**src/verilog/kbd_regs.svh**
```systemverilog
// register offsets, field positions and reset values of the keyboard unit
// assumes inclusion by the modules and the bench that need the map
`ifndef KBD_REGS_SVH
`define KBD_REGS_SVH

`define KBD_STATUS_CONTROL_OFF 4'h0
`define KBD_PIN_ENABLE_OFF     4'h4
`define KBD_IRQ_STATUS_OFF     4'h8
`define KBD_IRQ_MASK_OFF       4'hc

`define KBD_SENS_BIT    0
`define KBD_MASK_BIT    1
`define KBD_ACK_BIT     2
`define KBD_PEND_BIT    3

`define KBD_SC_RESET    8'h00
`define KBD_PE_RESET    8'h00
`define KBD_IM_RESET    8'h00

`define AXI_RESP_OKAY   2'h0
`define AXI_RESP_SLVERR 2'h2

`endif

```
**src/verilog/kbd_pkg.sv**
```systemverilog
// types shared by the keyboard interrupt unit
// assumes nothing beyond a SystemVerilog compiler
package kbd_pkg;
  typedef logic [7:0]  byte_t;
  typedef logic [31:0] word_t;
  typedef logic [3:0]  addr_t;
  typedef enum logic [1:0]
  {
    bus_idle = 2'b00,
    bus_resp = 2'b01
  } bus_state_e;
endpackage

```
**src/verilog/kbd_pin_detect.sv**
```systemverilog
// per-pin synchroniser and shared request latch of the keyboard unit
// assumes raw port pins from outside the clock domain
`timescale 1ns/1ps
module kbd_pin_detect
#(
  parameter int PINS = 8
)
(
  input  wire logic            aclk,
  input  wire logic            aresetn,
  input  wire logic [PINS-1:0] pin_raw,
  input  wire logic [PINS-1:0] pin_request_enable_bits,
  input  wire logic            kbd_sensitivity_select,
  input  wire logic            ack_pulse,
  output logic                 kbd_pending_flag
);
  logic [PINS-1:0] sync_a;
  logic [PINS-1:0] sync_b;
  logic            any_low;
  logic            any_low_q;
  logic            latch;
  logic            ack_seen;

  // two stages before detection
  always_ff @(posedge aclk)
  begin
    if (!aresetn)
    begin
      sync_a <= '1;
      sync_b <= '1;
    end
    else
    begin
      sync_a <= pin_raw;
      sync_b <= sync_a;
    end
  end

  assign any_low = |(~sync_b & pin_request_enable_bits);

  always_ff @(posedge aclk)
  begin
    if (!aresetn)
      any_low_q <= 1'b0;
    else
      any_low_q <= any_low;
  end

  // set on all-high to any-low; set wins over acknowledge
  always_ff @(posedge aclk)
  begin
    if (!aresetn)
    begin
      latch    <= 1'b0;
      ack_seen <= 1'b0;
    end
    else if (any_low && !any_low_q)
    begin
      latch    <= 1'b1;
      ack_seen <= 1'b0;
    end
    else if (!kbd_sensitivity_select)
    begin
      ack_seen <= 1'b0;
      if (ack_pulse)
        latch <= 1'b0;
    end
    else
    begin
      if (ack_pulse && !any_low)
        latch <= 1'b0;
      else if (ack_seen && !any_low)
        latch <= 1'b0;
      if (ack_pulse && any_low)
        ack_seen <= latch;
      else if (!any_low)
        ack_seen <= 1'b0;
    end
  end

  assign kbd_pending_flag = latch;
endmodule

```
**src/verilog/keyboard_interrupt_ctrl.sv**
```systemverilog
// Function
// - unit stays active in wait; unmasked request raises wake request.
// - unit stays active in stop; unmasked request raises wake request.
// - with break clear enabled, acknowledge in break clears the latch.
// - with break clear disabled, acknowledge in break does nothing.
// - upper four status/control bits read zero.
// - pending flag reads latch state; reset clears it.
// - writing one to acknowledge clears request; reads zero.
// - mask bit blocks request output; reset clears it.
// - sensitivity bit selects edge-plus-level or edge-only.
// - each enable bit lets its pin latch requests; reset clears.
// - request latches when enabled pins go low after all high.
// - level mode needs acknowledge and pins high; edge mode acknowledge.
// - enabled pin forced to input with pullup on.
// - eight inputs share one mask and request; flag ignores mask.
// keyboard interrupt unit with AXI4-Lite registers
// assumes one clock, synchronous active-low reset, pins outside domain
//
// Register access over AXI4-Lite and the register offsets were left to the implementer.
`timescale 1ns/1ps
`include "kbd_regs.svh"
module keyboard_interrupt_ctrl
#(
  parameter int PINS = 8
)
(
  input  wire logic            aclk,
  input  wire logic            aresetn,
  input  wire logic            s_axi_awvalid,
  output logic                 s_axi_awready,
  input  wire kbd_pkg::addr_t  s_axi_awaddr,
  input  wire logic            s_axi_wvalid,
  output logic                 s_axi_wready,
  input  wire kbd_pkg::word_t  s_axi_wdata,
  input  wire logic [3:0]      s_axi_wstrb,
  output logic                 s_axi_bvalid,
  input  wire logic            s_axi_bready,
  output logic [1:0]           s_axi_bresp,
  input  wire logic            s_axi_arvalid,
  output logic                 s_axi_arready,
  input  wire kbd_pkg::addr_t  s_axi_araddr,
  output logic                 s_axi_rvalid,
  input  wire logic            s_axi_rready,
  output kbd_pkg::word_t       s_axi_rdata,
  output logic [1:0]           s_axi_rresp,
  input  wire logic [PINS-1:0] port_a_pin,
  input  wire logic [PINS-1:0] port_a_direction_bits,
  input  wire logic            break_state,
  input  wire logic            break_clear_enable,
  output logic [PINS-1:0]      port_a_dir_eff,
  output logic [PINS-1:0]      port_a_pullup,
  output logic                 kbd_irq_request,
  output logic                 kbd_wake,
  output logic                 irq
);
  import kbd_pkg::*;

  logic            kbd_request_mask;
  logic            kbd_sensitivity_select;
  logic [PINS-1:0] pin_request_enable_bits;
  logic            kbd_pending_flag;
  logic            ack_pulse;
  logic            pend_q;
  logic [1:0]      irq_status;
  logic [1:0]      irq_mask;
  logic            aw_held;
  logic            w_held;
  addr_t           aw_addr;
  word_t           w_data;
  logic [3:0]      w_strb;
  logic            do_write;
  bus_state_e      rd_state;

  // reset values cut to byte width
  localparam byte_t sc_reset = `KBD_SC_RESET;
  localparam byte_t pe_reset = `KBD_PE_RESET;
  localparam byte_t im_reset = `KBD_IM_RESET;

  function automatic logic is_mapped(input addr_t a);
    if (a == `KBD_STATUS_CONTROL_OFF)
      is_mapped = 1'b1;
    else if (a == `KBD_PIN_ENABLE_OFF)
      is_mapped = 1'b1;
    else if (a == `KBD_IRQ_STATUS_OFF)
      is_mapped = 1'b1;
    else if (a == `KBD_IRQ_MASK_OFF)
      is_mapped = 1'b1;
    else
      is_mapped = 1'b0;
  endfunction

  kbd_pin_detect
  #(
    .PINS(PINS)
  )
  u_detect
  (
    .aclk                    (aclk),
    .aresetn                 (aresetn),
    .pin_raw                 (port_a_pin),
    .pin_request_enable_bits (pin_request_enable_bits),
    .kbd_sensitivity_select  (kbd_sensitivity_select),
    .ack_pulse               (ack_pulse),
    .kbd_pending_flag        (kbd_pending_flag)
  );

  // write channel capture, either order
  always_ff @(posedge aclk)
  begin
    if (!aresetn)
    begin
      aw_held <= 1'b0;
      w_held  <= 1'b0;
      aw_addr <= '0;
      w_data  <= '0;
      w_strb  <= '0;
    end
    else
    begin
      if (s_axi_awvalid && s_axi_awready)
      begin
        aw_held <= 1'b1;
        aw_addr <= s_axi_awaddr;
      end
      else if (do_write)
        aw_held <= 1'b0;
      if (s_axi_wvalid && s_axi_wready)
      begin
        w_held <= 1'b1;
        w_data <= s_axi_wdata;
        w_strb <= s_axi_wstrb;
      end
      else if (do_write)
        w_held <= 1'b0;
    end
  end

  assign do_write = aw_held && w_held && !s_axi_bvalid;

  always_ff @(posedge aclk)
  begin
    if (!aresetn)
    begin
      s_axi_awready <= 1'b0;
      s_axi_wready  <= 1'b0;
    end
    else
    begin
      s_axi_awready <= !aw_held && !(s_axi_awvalid && s_axi_awready)
                       && !s_axi_bvalid;
      s_axi_wready  <= !w_held && !(s_axi_wvalid && s_axi_wready)
                       && !s_axi_bvalid;
    end
  end

  always_ff @(posedge aclk)
  begin
    if (!aresetn)
    begin
      s_axi_bvalid <= 1'b0;
      s_axi_bresp  <= `AXI_RESP_OKAY;
    end
    else if (do_write)
    begin
      s_axi_bvalid <= 1'b1;
      s_axi_bresp  <= is_mapped(aw_addr) ? `AXI_RESP_OKAY
                                         : `AXI_RESP_SLVERR;
    end
    else if (s_axi_bready)
      s_axi_bvalid <= 1'b0;
  end

  // control register fields
  always_ff @(posedge aclk)
  begin
    if (!aresetn)
    begin
      kbd_request_mask        <= sc_reset[`KBD_MASK_BIT];
      kbd_sensitivity_select  <= sc_reset[`KBD_SENS_BIT];
      pin_request_enable_bits <= pe_reset[PINS-1:0];
      irq_mask                <= im_reset[1:0];
    end
    else if (do_write && w_strb[0])
    begin
      if (aw_addr == `KBD_STATUS_CONTROL_OFF)
      begin
        kbd_request_mask       <= w_data[`KBD_MASK_BIT];
        kbd_sensitivity_select <= w_data[`KBD_SENS_BIT];
      end
      else if (aw_addr == `KBD_PIN_ENABLE_OFF)
        pin_request_enable_bits <= w_data[PINS-1:0];
      else if (aw_addr == `KBD_IRQ_MASK_OFF)
        irq_mask <= w_data[1:0];
    end
  end

  // acknowledge pulse, gated in break unless clear enabled
  always_comb
  begin
    ack_pulse = do_write && w_strb[0]
                && aw_addr == `KBD_STATUS_CONTROL_OFF
                && w_data[`KBD_ACK_BIT]
                && (!break_state || break_clear_enable);
  end

  // sticky events: bit0 request latched, bit1 request cleared
  always_ff @(posedge aclk)
  begin
    if (!aresetn)
    begin
      pend_q     <= 1'b0;
      irq_status <= 2'b00;
    end
    else
    begin
      pend_q <= kbd_pending_flag;
      for (int i = 0; i < 2; i++)
      begin
        if ((i == 0) ? (kbd_pending_flag && !pend_q)
                     : (!kbd_pending_flag && pend_q))
          irq_status[i] <= 1'b1;
        else if (do_write && w_strb[0] && aw_addr == `KBD_IRQ_STATUS_OFF
                 && w_data[i])
          irq_status[i] <= 1'b0;
      end
    end
  end

  // read channel
  always_ff @(posedge aclk)
  begin
    if (!aresetn)
    begin
      rd_state      <= bus_idle;
      s_axi_arready <= 1'b0;
      s_axi_rvalid  <= 1'b0;
      s_axi_rdata   <= '0;
      s_axi_rresp   <= `AXI_RESP_OKAY;
    end
    else
    begin
      case (rd_state)
        bus_idle:
        begin
          s_axi_arready <= !s_axi_arready;
          if (s_axi_arvalid && s_axi_arready)
          begin
            s_axi_arready <= 1'b0;
            s_axi_rvalid  <= 1'b1;
            rd_state      <= bus_resp;
            s_axi_rresp   <= is_mapped(s_axi_araddr) ? `AXI_RESP_OKAY
                                                     : `AXI_RESP_SLVERR;
            if (s_axi_araddr == `KBD_STATUS_CONTROL_OFF)
              s_axi_rdata <= {28'h0000000,
                              kbd_pending_flag, 1'b0,
                              kbd_request_mask, kbd_sensitivity_select};
            else if (s_axi_araddr == `KBD_PIN_ENABLE_OFF)
              s_axi_rdata <= {{(32-PINS){1'b0}}, pin_request_enable_bits};
            else if (s_axi_araddr == `KBD_IRQ_STATUS_OFF)
              s_axi_rdata <= {30'h00000000, irq_status};
            else if (s_axi_araddr == `KBD_IRQ_MASK_OFF)
              s_axi_rdata <= {30'h00000000, irq_mask};
            else
              s_axi_rdata <= '0;
          end
        end
        bus_resp:
        begin
          if (s_axi_rready)
          begin
            s_axi_rvalid <= 1'b0;
            rd_state     <= bus_idle;
          end
        end
        default:
          rd_state <= bus_idle;
      endcase
    end
  end

  // pin direction override, request and interrupt outputs
  always_ff @(posedge aclk)
  begin
    if (!aresetn)
    begin
      port_a_dir_eff  <= '0;
      port_a_pullup   <= '0;
      kbd_irq_request <= 1'b0;
      kbd_wake        <= 1'b0;
      irq             <= 1'b0;
    end
    else
    begin
      port_a_dir_eff  <= port_a_direction_bits
                         & ~pin_request_enable_bits;
      port_a_pullup   <= pin_request_enable_bits;
      kbd_irq_request <= kbd_pending_flag && !kbd_request_mask;
      kbd_wake        <= kbd_pending_flag && !kbd_request_mask;
      irq             <= |(irq_status & ~irq_mask);
    end
  end
endmodule

```
**config.mk**
```make
export PLATFORM = sky130hd
export DESIGN_NAME = keyboard_interrupt_ctrl
export DESIGN_NICKNAME = d
export VERILOG_FILES = /design/src/verilog/kbd_pkg.sv /design/src/verilog/kbd_pin_detect.sv /design/src/verilog/keyboard_interrupt_ctrl.sv
export VERILOG_INCLUDE_DIRS = /design/src /design/src/verilog
export SDC_FILE = /design/constraint.sdc
export NUM_CORES = 1
export LEC_CHECK = 0
export ABC_AREA = 1
export BUFFER_PORTS_ARGS = -buffer_cell sky130_fd_sc_hd__buf_2
export CAP_MARGIN = 20
export CORE_ASPECT_RATIO = 1.4
export CORE_UTILIZATION = 48
export CTS_CLUSTER_DIAMETER = 100
export DETAILED_ROUTE_END_ITERATION = 8
export PLACE_DENSITY = 0.85
export REMOVE_ABC_BUFFERS = 1
export SLEW_MARGIN = 20
export SYNTH_ARGS = -nofsm -noshare
export SYNTH_HDL_FRONTEND = slang
export SYNTH_SLANG_ARGS = --single-unit
```
**constraint.sdc**
```tcl
create_clock -name aclk -period 1.3 [get_ports aclk]
set_input_delay 0.065 -clock aclk [delete_from_list [all_inputs] [get_ports aclk]]
set_output_delay 0.065 -clock aclk [all_outputs]
set_load 0.02 [all_outputs]
```
Yosys cells after proc, flatten, opt, wreduce, memory -nomap -nowiden

Cells that the tools add are included.

Word-level logic and storage cells: 149
Output and inout port bits: 60
Input bits: 69
Register bits: 110

Reduce and logical (&&, ||, !) cells: 56
Bitwise gates (word level): 10
Equal/unequal tests: 11
Mux-type cells: 42

Operator list:

| cell                 | count |
|---|---|
| $mux W1              | 32 |
| $logic_and A1 B1 Y1  | 23 |
| $and A8 B8 Y8        | 2 |
| $eq A4 B4 Y1 const B | 4 |
| $mux W8              | 2 |
| $not A8 Y8           | 2 |
| $logic_not A1 Y1     | 12 |
| $mux W2              | 6 |
| $reduce_bool A2 Y1   | 6 |
| $eq A4 B3 Y1 const B | 2 |
| $logic_not A4 Y1     | 2 |
| $reduce_and A2 Y1    | 4 |
| $reduce_or A8 Y1     | 1 |
| $ne A2 B2 Y1 const B | 3 |
| $reduce_and A3 Y1    | 2 |
| $ne A4 B1 Y1 const B | 1 |
| $not A1 Y1           | 4 |
| $pmux W2 S2          | 1 |
| $reduce_and A4 Y1    | 1 |
| $reduce_bool A3 Y1   | 1 |
| $reduce_or A3 Y1     | 1 |
| $and A2 B2 Y2        | 1 |
| $eq A2 B1 Y1 const B | 1 |
| $logic_not A2 Y1     | 1 |
| other kinds (4)      | 4 |

Longest topological paths before layout

Gate-level depths: netlist of the first run.

Word-level depth: 10
Gate-level depth with buffers: 9
Mapped depth without buffers: 9

Modules after synthesis

A second synthesis of the first run with hierarchy kept.

Cell total of the unflattened synthesis: 422
Area, all modules: 3301.9 sq um

Modules (own cells, without submodules):

| module                  | cells each | times used | area an instance (sq um) | sequential area each (sq um) |
|---|---|---|---|---|
| keyboard_interrupt_ctrl | 330        | 1          | 2632.5                   | 1261.2 |
| kbd_pin_detect          | 92         | 1          | 669.4                    | 380.4 |

Worst setup path after synthesis of the first run

No wires, ideal clock.

Path kind: flip-flop to flip-flop
Start point: reg s_axi_arready
End point: reg s_axi_rdata[3]
Stages on the path, launching flop included: 7
Arrival time: 1.103 ns
Library setup time: 0.109 ns
Clock period less this slack: 1.211 ns
Slack: 0.089 ns
Required time: 1.191 ns
Path buffers: 1
Cell sequence: dfxtp_1 > nand2_1 > nor2_2 > buf_4 > o211ai_1 > nand2_1 > inv_1

Longest elaborated chain between the ends: 2

RTL lines:

| element                            | RTL line                       | text |
|---|---|---|
| from (decl)                        | keyboard_interrupt_ctrl.sv:40  | `output logic s_axi_arready,` |
| from (signal assigned)             | keyboard_interrupt_ctrl.sv:245 | `s_axi_arready <= !s_axi_arready;` |
| $logic_and A1 B1 Y1                | keyboard_interrupt_ctrl.sv:246 | `if (s_axi_arvalid && s_axi_arready)` |
| $reduce_and A2 Y1 (no source line) | -                              |  |
| to (signal assigned)               | keyboard_interrupt_ctrl.sv:254 | `s_axi_rdata <= {28'h0000000,` |
| to (signal assigned)               | keyboard_interrupt_ctrl.sv:258 | `s_axi_rdata <= {{(32-PINS){1'b0}}, pin_request_enable_bits};` |
| to (signal assigned)               | keyboard_interrupt_ctrl.sv:260 | `s_axi_rdata <= {30'h00000000, irq_status};` |
| to (decl)                          | keyboard_interrupt_ctrl.sv:44  | `output kbd_pkg::word_t s_axi_rdata,` |

Every way passes these cells.
A chain may end at the register's enable or synchronous reset.

Worst setup path in the final report of the first run

Start point: reg aw_held
End point: reg irq_mask[0]

Longest elaborated chain between the ends: 4

RTL lines:

| element                            | RTL line                       | text |
|---|---|---|
| from (decl)                        | keyboard_interrupt_ctrl.sv:66  | `logic aw_held;` |
| from (signal assigned)             | keyboard_interrupt_ctrl.sv:112 | `aw_held <= 1'b0;` |
| from (signal assigned)             | keyboard_interrupt_ctrl.sv:122 | `aw_held <= 1'b1;` |
| from (signal assigned)             | keyboard_interrupt_ctrl.sv:126 | `aw_held <= 1'b0;` |
| $logic_and A1 B1 Y1 (2 in series)  | keyboard_interrupt_ctrl.sv:138 | `assign do_write = aw_held && w_held && !s_axi_bvalid;` |
| $logic_and A1 B1 Y1                | keyboard_interrupt_ctrl.sv:183 | `else if (do_write && w_strb[0])` |
| $reduce_and A4 Y1 (no source line) | -                              |  |
| to (signal assigned)               | keyboard_interrupt_ctrl.sv:181 | `irq_mask <= im_reset[1:0];` |
| to (signal assigned)               | keyboard_interrupt_ctrl.sv:193 | `irq_mask <= w_data[1:0];` |
| to (decl)                          | keyboard_interrupt_ctrl.sv:65  | `logic [1:0] irq_mask;` |

Every way passes these cells.

==> impl_metrics.json, run 1 <==
{
  "post_drt_wl_per_cell_um": 11.2,
  "min_path_type": "in2reg",
  "cp.arrival_ns": 1.48,
  "clk_pin_slew_ns": 0.08,
  "synth.most_common_cell": "dfxtp_1",
  "yosys_register_bits": 82,
  "grt_pass1_vias": 2434,
  "clock_sinks": 82,
  "cts_root_buffer": "clkbuf_8",
  "p_switching_w": 0.00129,
  "rrSetupSlack_ns": 0.06,
  "startpoint": "aw_held$_SDFFE_PN0P_",
  "post-route-period-util_pct": 95.2,
  "dieHeight_um": 97.7,
  "cts_made_buffers": 9,
  "clockPowerShare_pct": 37.7,
  "intPower_w": 0.00399,
  "synth_area_per_cell_um2": 8.14,
  "grt_start_max_net_pins": 29,
  "routabilityCongestion": 0.784,
  "antenna_found_initial": 0,
  "hpwl_um": 4450,
  "synth_area_um2": 3140,
  "skew_ns": 0.00846,
  "comb_power_share_pct": 11.5,
  "r2r_start": "aw_held$_SDFFE_PN0P_",
  "nFillCells": 533,
  "max_cap_violations": 0,
  "critical_path_class": "reg2reg",
  "grt_use_total_pct": 19.1,
  "cp.required_ns": 1.54,
  "final_nets": 565,
  "fin_tns_setup_ns": 0,
  "place_ws_ns": 0.0466,
  "drt_wl_total_um": 6400,
  "grt_remaining_overflow": 0,
  "setup_viol": 0,
  "synth-seq-area-share_pct": 52.3,
  "ys.flop_type": "dfxtp_1",
  "rr_endpoint": "irq_mask[0]$_SDFFE_PN0P_",
  "port_buffers": 75,
  "synth.area.top_cells": "dfxtp_1, nand2_1, buf_4",
  "yosysWarnings": 0,
  "fp.dieArea_um2": 6870,
  "drive_gt1_share_pct": 26.5,
  "syn_inst": 386,
  "p_sw_share_pct": 24.4,
  "area_growth_pct": 28.6,
  "vdd_drop_max_mv": 0.871,
  "status": "complete, no violations",
  "die_x_um": 70.4,
  "first_pass_iters": 4,
  "io_pins": 129,
  "synth_top_area_share_pct": 52.3,
  "drc": 0,
  "coreArea_um2": 6250,
  "clockBufferDepth": 2,
  "cts_max_level": 3,
  "drtAntennaViolNets": 0,
  "ys_types": 29,
  "end_kind": "flop",
  "path_max_fanout": 4,
  "crit_end": "irq_mask[0]$_SDFFE_PN0P_",
  "report.final.slew_viol_count": 0,
  "leakage_nw": 2.07,
  "period_needed_ns": 1.24,
  "setup_slack_ns": 0.0623,
  "via_per_inst": 4.61,
  "n_antenna_cell": 0,
  "fmaxAchievable_mhz": 808,
  "tritoncts": "built",
  "initial_core_util_pct": 50.2,
  "rows": 34,
  "finalHoldViolCount": 0,
  "r2r_cells": 6,
  "yosys.area.top_type": "dfxtp_1",
  "grt_pass1_wl_um": 10400,
  "synth_edf_count": 0,
  "start_kind": "flop",
  "vias": 2642,
  "p_per_area_nw_per_um2": 1310,
  "yosys-top-cells-count": "dfxtp_1, nand2_1, inv_1, nor2_1, o21ai_0",
  "drt_iter0_drc": 89,
  "async_flop_share_pct": 0,
  "clk_latency_ns": 0.34,
  "seq_power_share_pct": 50.8
}
## critical path: stages, from the launching register on
cell,delay (ns)
dfxtp_1,0.42
nand4_1,0.14
buf_4,0.18
nor3_4,0.22
nand2_1,0.08
nand2_1,0.06
nor2_1,0.04
## cells in the final DEF, fill, tap and decap left out, types with 16 or more instances in the layout
| cell | instances |
|---|---|
| dfxtp_1 | 80 |
| buf_2 | 75 |
| nand2_1 | 59 |
| inv_1 | 50 |
| nor2_1 | 47 |
| o21ai_0 | 30 |
| dlygate4sd3_1 | 27 |
| conb_1 | 26 |
| a21oi_1 | 21 |
| or2_2 | 16 |
## timing repair
| action | in CTS | in global routing |
|---|---|---|
| resized for setup | 0 | 8 |
| hold buffers | 27 | 0 |
| setup buffers | 0 | 1 |
| endpoints found under the hold margin | 27 | 0 |
| setup endpoints to repair | 0 | 14 |
## cell type report
cell class              count  area, um^2  area share (%)
flip-flops and latches     82        1640            40.7
multi-input cells         240        1160            28.8
repair buffers            112         733            18.2
inverters                  51         191            4.74
clock buffers              10         138            3.41
well taps                  72        90.1            2.23
clock inverters             6        80.1            1.98
## power by group through the flow
| stage | logic [W] | registers, W | clock network, W |
|---|---|---|---|
| 2_1_floorplan | 0.000255 | 0.00279 | 0 |
| 3_3_place_gp | 0.000524 | 0.00273 | 0 |
| 3_5_place_dp | 0.000536 | 0.00274 | 0 |
| 4_1_cts | 0.000600 | 0.00268 | 0.00201 |
| 5_1_grt | 0.000665 | 0.00269 | 0.00211 |
| 6_report | 0.000606 | 0.00268 | 0.00199 |
## state kept, by name, summed over array words and instances (netlist names), 2 cells and up
signal                   flops
aw_addr                      4
irq_mask                     2
irq_status                   2
pin_request_enable_bits      8
port_a_dir_eff               8
port_a_pullup                8
s_axi_rdata                  8
u_detect.sync_a              8
u_detect.sync_b              8
w_data                       8
## metrics by stage
step	util (%)	cell area (um^2)	total power, W	hold slack, ns	instances
detailed placement	56.3	3520	0.00327	0.254	529
global placement	56.3	3520	0.00326	0.251	529
CTS	64.1	4010	0.00529	0.000622	572
floorplan	-	2970	0.00305	0.163	373
global route	64.6	4040	0.00547	0.0109	573
finish	64.6	4040	0.00528	0.0127	573
## cells by family after synthesis
| group | count (synthesis) | synth area share, % |
|---|---|---|
| DFF | 82 | 52.3 |
| other | 1 | 0.119 |
| xor gates and xnor gates | 1 | 0.279 |
| buffers and inverters | 89 | 14.4 |
| and+or+nand+nor | 148 | 21.3 |
| AOI/OAI and AO/OA | 65 | 11.6 |
## per-layer routing
metal | routed length [um] | vias to the layer above | global-route usage, %
met2 | 3300 | 76 | 34.9
met5 | 0 | - | 0
met4 | 192 | 0 | 9.69
met1 | 2670 | 1178 | 20.0
met3 | 242 | 16 | 4.25
li1 | - | 1372 | -
## how the worst min path moves through the flow
stage | startpoint | endpoint | cells past startpoint | slack (ns)
6_report | s_axi_wdata[3] | w_data[3]$_SDFFE_PN0P_ | 3 | 0.01
4_1_cts | s_axi_awaddr[0] | aw_addr[0]$_SDFFE_PN0P_ | 3 | 0.0006
2_1_floorplan | aresetn | port_a_pullup[0]$_SDFF_PN0_ | 2 | 0.16
3_5_place_dp | port_a_pin[1] | u_detect.sync_a[1]$_SDFF_PN1_ | 2 | 0.25
3_3_place_gp | port_a_pin[4] | u_detect.sync_a[4]$_SDFF_PN1_ | 2 | 0.25
5_1_grt | s_axi_wdata[3] | w_data[3]$_SDFFE_PN0P_ | 3 | 0.01
(Power assumes the default switching activity.)
==> inputs of run 2 (changes only) <==
- REMOVE_ABC_BUFFERS: 1 -> not set
- clock period: 1.3 -> 1.35 ns (I/O delays scaled with it)
==> impl_metrics.json, run 2 (synthesis results as in run 1) <==
{
  "grt_remaining_overflow": 0,
  "cts_root_buffer": "clkbuf_8",
  "dpl.cell_count": 527,
  "max_cap_violations": 0,
  "hpwl_um": 4350,
  "vdd_drop_max_mv": 0.798,
  "cp.arrival_ns": 1.45,
  "drtAntennaViolNets": 0,
  "leakage_nw": 2.04,
  "routabilityCongestion": 0.781,
  "grt_pass1_wl_um": 10900,
  "place_area_um2": 3490,
  "final_nets": 565,
  "drt_wl_total_um": 6520,
  "clk_latency_ns": 0.35,
  "initial_core_util_pct": 50.2,
  "grt_use_total_pct": 20.3,
  "clockBufferDepth": 2,
  "drt_iter0_drc": 141,
  "via_per_inst": 4.61,
  "port_buffers": 75,
  "tritoncts": "built",
  "setup_slack_ns": 0.139,
  "seq_power_share_pct": 50.6,
  "path_max_fanout": 14,
  "p_total_w": 0.00511,
  "p_per_area_nw_per_um2": 1270,
  "comb_power_share_pct": 11.0,
  "place_ws_ns": 0.0845,
  "cp.required_ns": 1.59,
  "first_pass_iters": 5,
  "skew_ns": 0.00825,
  "stdcell_area_um2": 4030,
  "fp.dieArea_um2": 6870,
  "die_x_um": 70.4,
  "p_sw_share_pct": 25.4,
  "status": "complete, no violations",
  "clockPowerShare_pct": 38.4,
  "drive_gt1_share_pct": 25.3,
  "critical_path_class": "reg2reg",
  "rows": 34,
  "post-route-period-util_pct": 89.7,
  "clk_pin_slew_ns": 0.09,
  "io_pins": 129,
  "min_path_type": "in2reg",
  "holdWs_ns": 0.0179,
  "final_cells": 573,
  "finalHoldViolCount": 0,
  "clock_sinks": 82,
  "vias": 2640,
  "drc": 0,
  "end_kind": "flop",
  "grt_pass1_vias": 2482,
  "grt_start_max_net_pins": 31,
  "cts_max_level": 3,
  "setup_viol": 0,
  "layout_common_cells": "dfxtp_1, buf_2, nand2_1",
  "antenna_found_initial": 0,
  "coreArea_um2": 6250,
  "report.final.slew_viol_count": 0,
  "cts_made_buffers": 9,
  "p_switching_w": 0.00130,
  "n_antenna_cell": 0,
  "fmaxAchievable_mhz": 826,
  "intPower_w": 0.00381,
  "period_needed_ns": 1.21,
  "start_kind": "flop",
  "dieHeight_um": 97.7,
  "post_drt_wl_per_cell_um": 11.4,
  "final_common_cell": "dfxtp_1",
  "area_growth_pct": 28.2
}
run 2: stage by stage:
| step | setup TNS, ns | util [%] |
|---|---|---|
| after floorplan | 0 | - |
| after global placement | 0 | 55.8 |
| after detailed placement | 0 | 55.8 |
| after CTS | 0 | 64.2 |
| after global routing | -0.0216 | 64.4 |
| final | 0 | 64.4 |
run 2: path summary, 6_finish.rpt:
| kind | to | slack, ns | from | cells past startpoint |
|---|---|---|---|---|
| max | pin_request_enable_bits[4]$_SDFFE_PN0P_ | 0.14 | s_axi_bvalid$_SDFFE_PN0P_ | 6 |
| min | w_strb[0]$_SDFFE_PN0P_ | 0.02 | s_axi_wstrb[0] | 3 |
| max reg2reg | pin_request_enable_bits[4]$_SDFFE_PN0P_ | 0.14 | s_axi_bvalid$_SDFFE_PN0P_ | 6 |
| min reg2reg | u_detect.sync_b[6]$_SDFF_PN1_ | 0.41 | u_detect.sync_a[6]$_SDFF_PN1_ | 1 |
run 2: power groups by stage:
stage	sequential [W]	clock [W]	combinational, W
2_1_floorplan	0.00269	0	0.000330
5_1_grt	0.00260	0.00212	0.000619
4_1_cts	0.00258	0.00200	0.000555
3_3_place_gp	0.00263	0	0.000478
6_report	0.00258	0.00196	0.000562
3_5_place_dp	0.00264	0	0.000487
run 2: final cells by class:
| class | count | area, um^2 |
|---|---|---|
| Fill cell | 526 | 2230 |
| Timing Repair Buffer | 112 | 728 |
| Clock buffer | 9 | 124 |
| Inverter | 51 | 191 |
| Multi-Input combinational cell | 240 | 1150 |
| Sequential cell | 82 | 1640 |
| Clock inverter | 7 | 101 |
| Tap cell | 72 | 90.1 |
run 2: timing repair:
item | 4_1_cts | 5_1_grt
hold buffers | 30 | 0
buffers inserted | 0 | 0
gates resized for setup | 0 | 3
hold endpoints to repair | 29 | 0
endpoints found under the setup margin | 0 | 11
run 2: metal layers:
metal	up-vias	part of all wire [%]	GRT usage (%)	wire length, um
met5	-	0	0	0
met4	0	2.4	10.2	157
met3	14	4.9	5.81	318
met2	90	52	35.5	3360
met1	1161	41	22.0	2680
li1	1375	-	-	-
run 2: critical path: stages, from the launching register on:
cell	delay, ns
dfxtp_1	0.34
inv_1	0.13
nand3_4	0.11
nor2_4	0.16
nand2_4	0.14
o21ai_0	0.17
a21oi_1	0.05
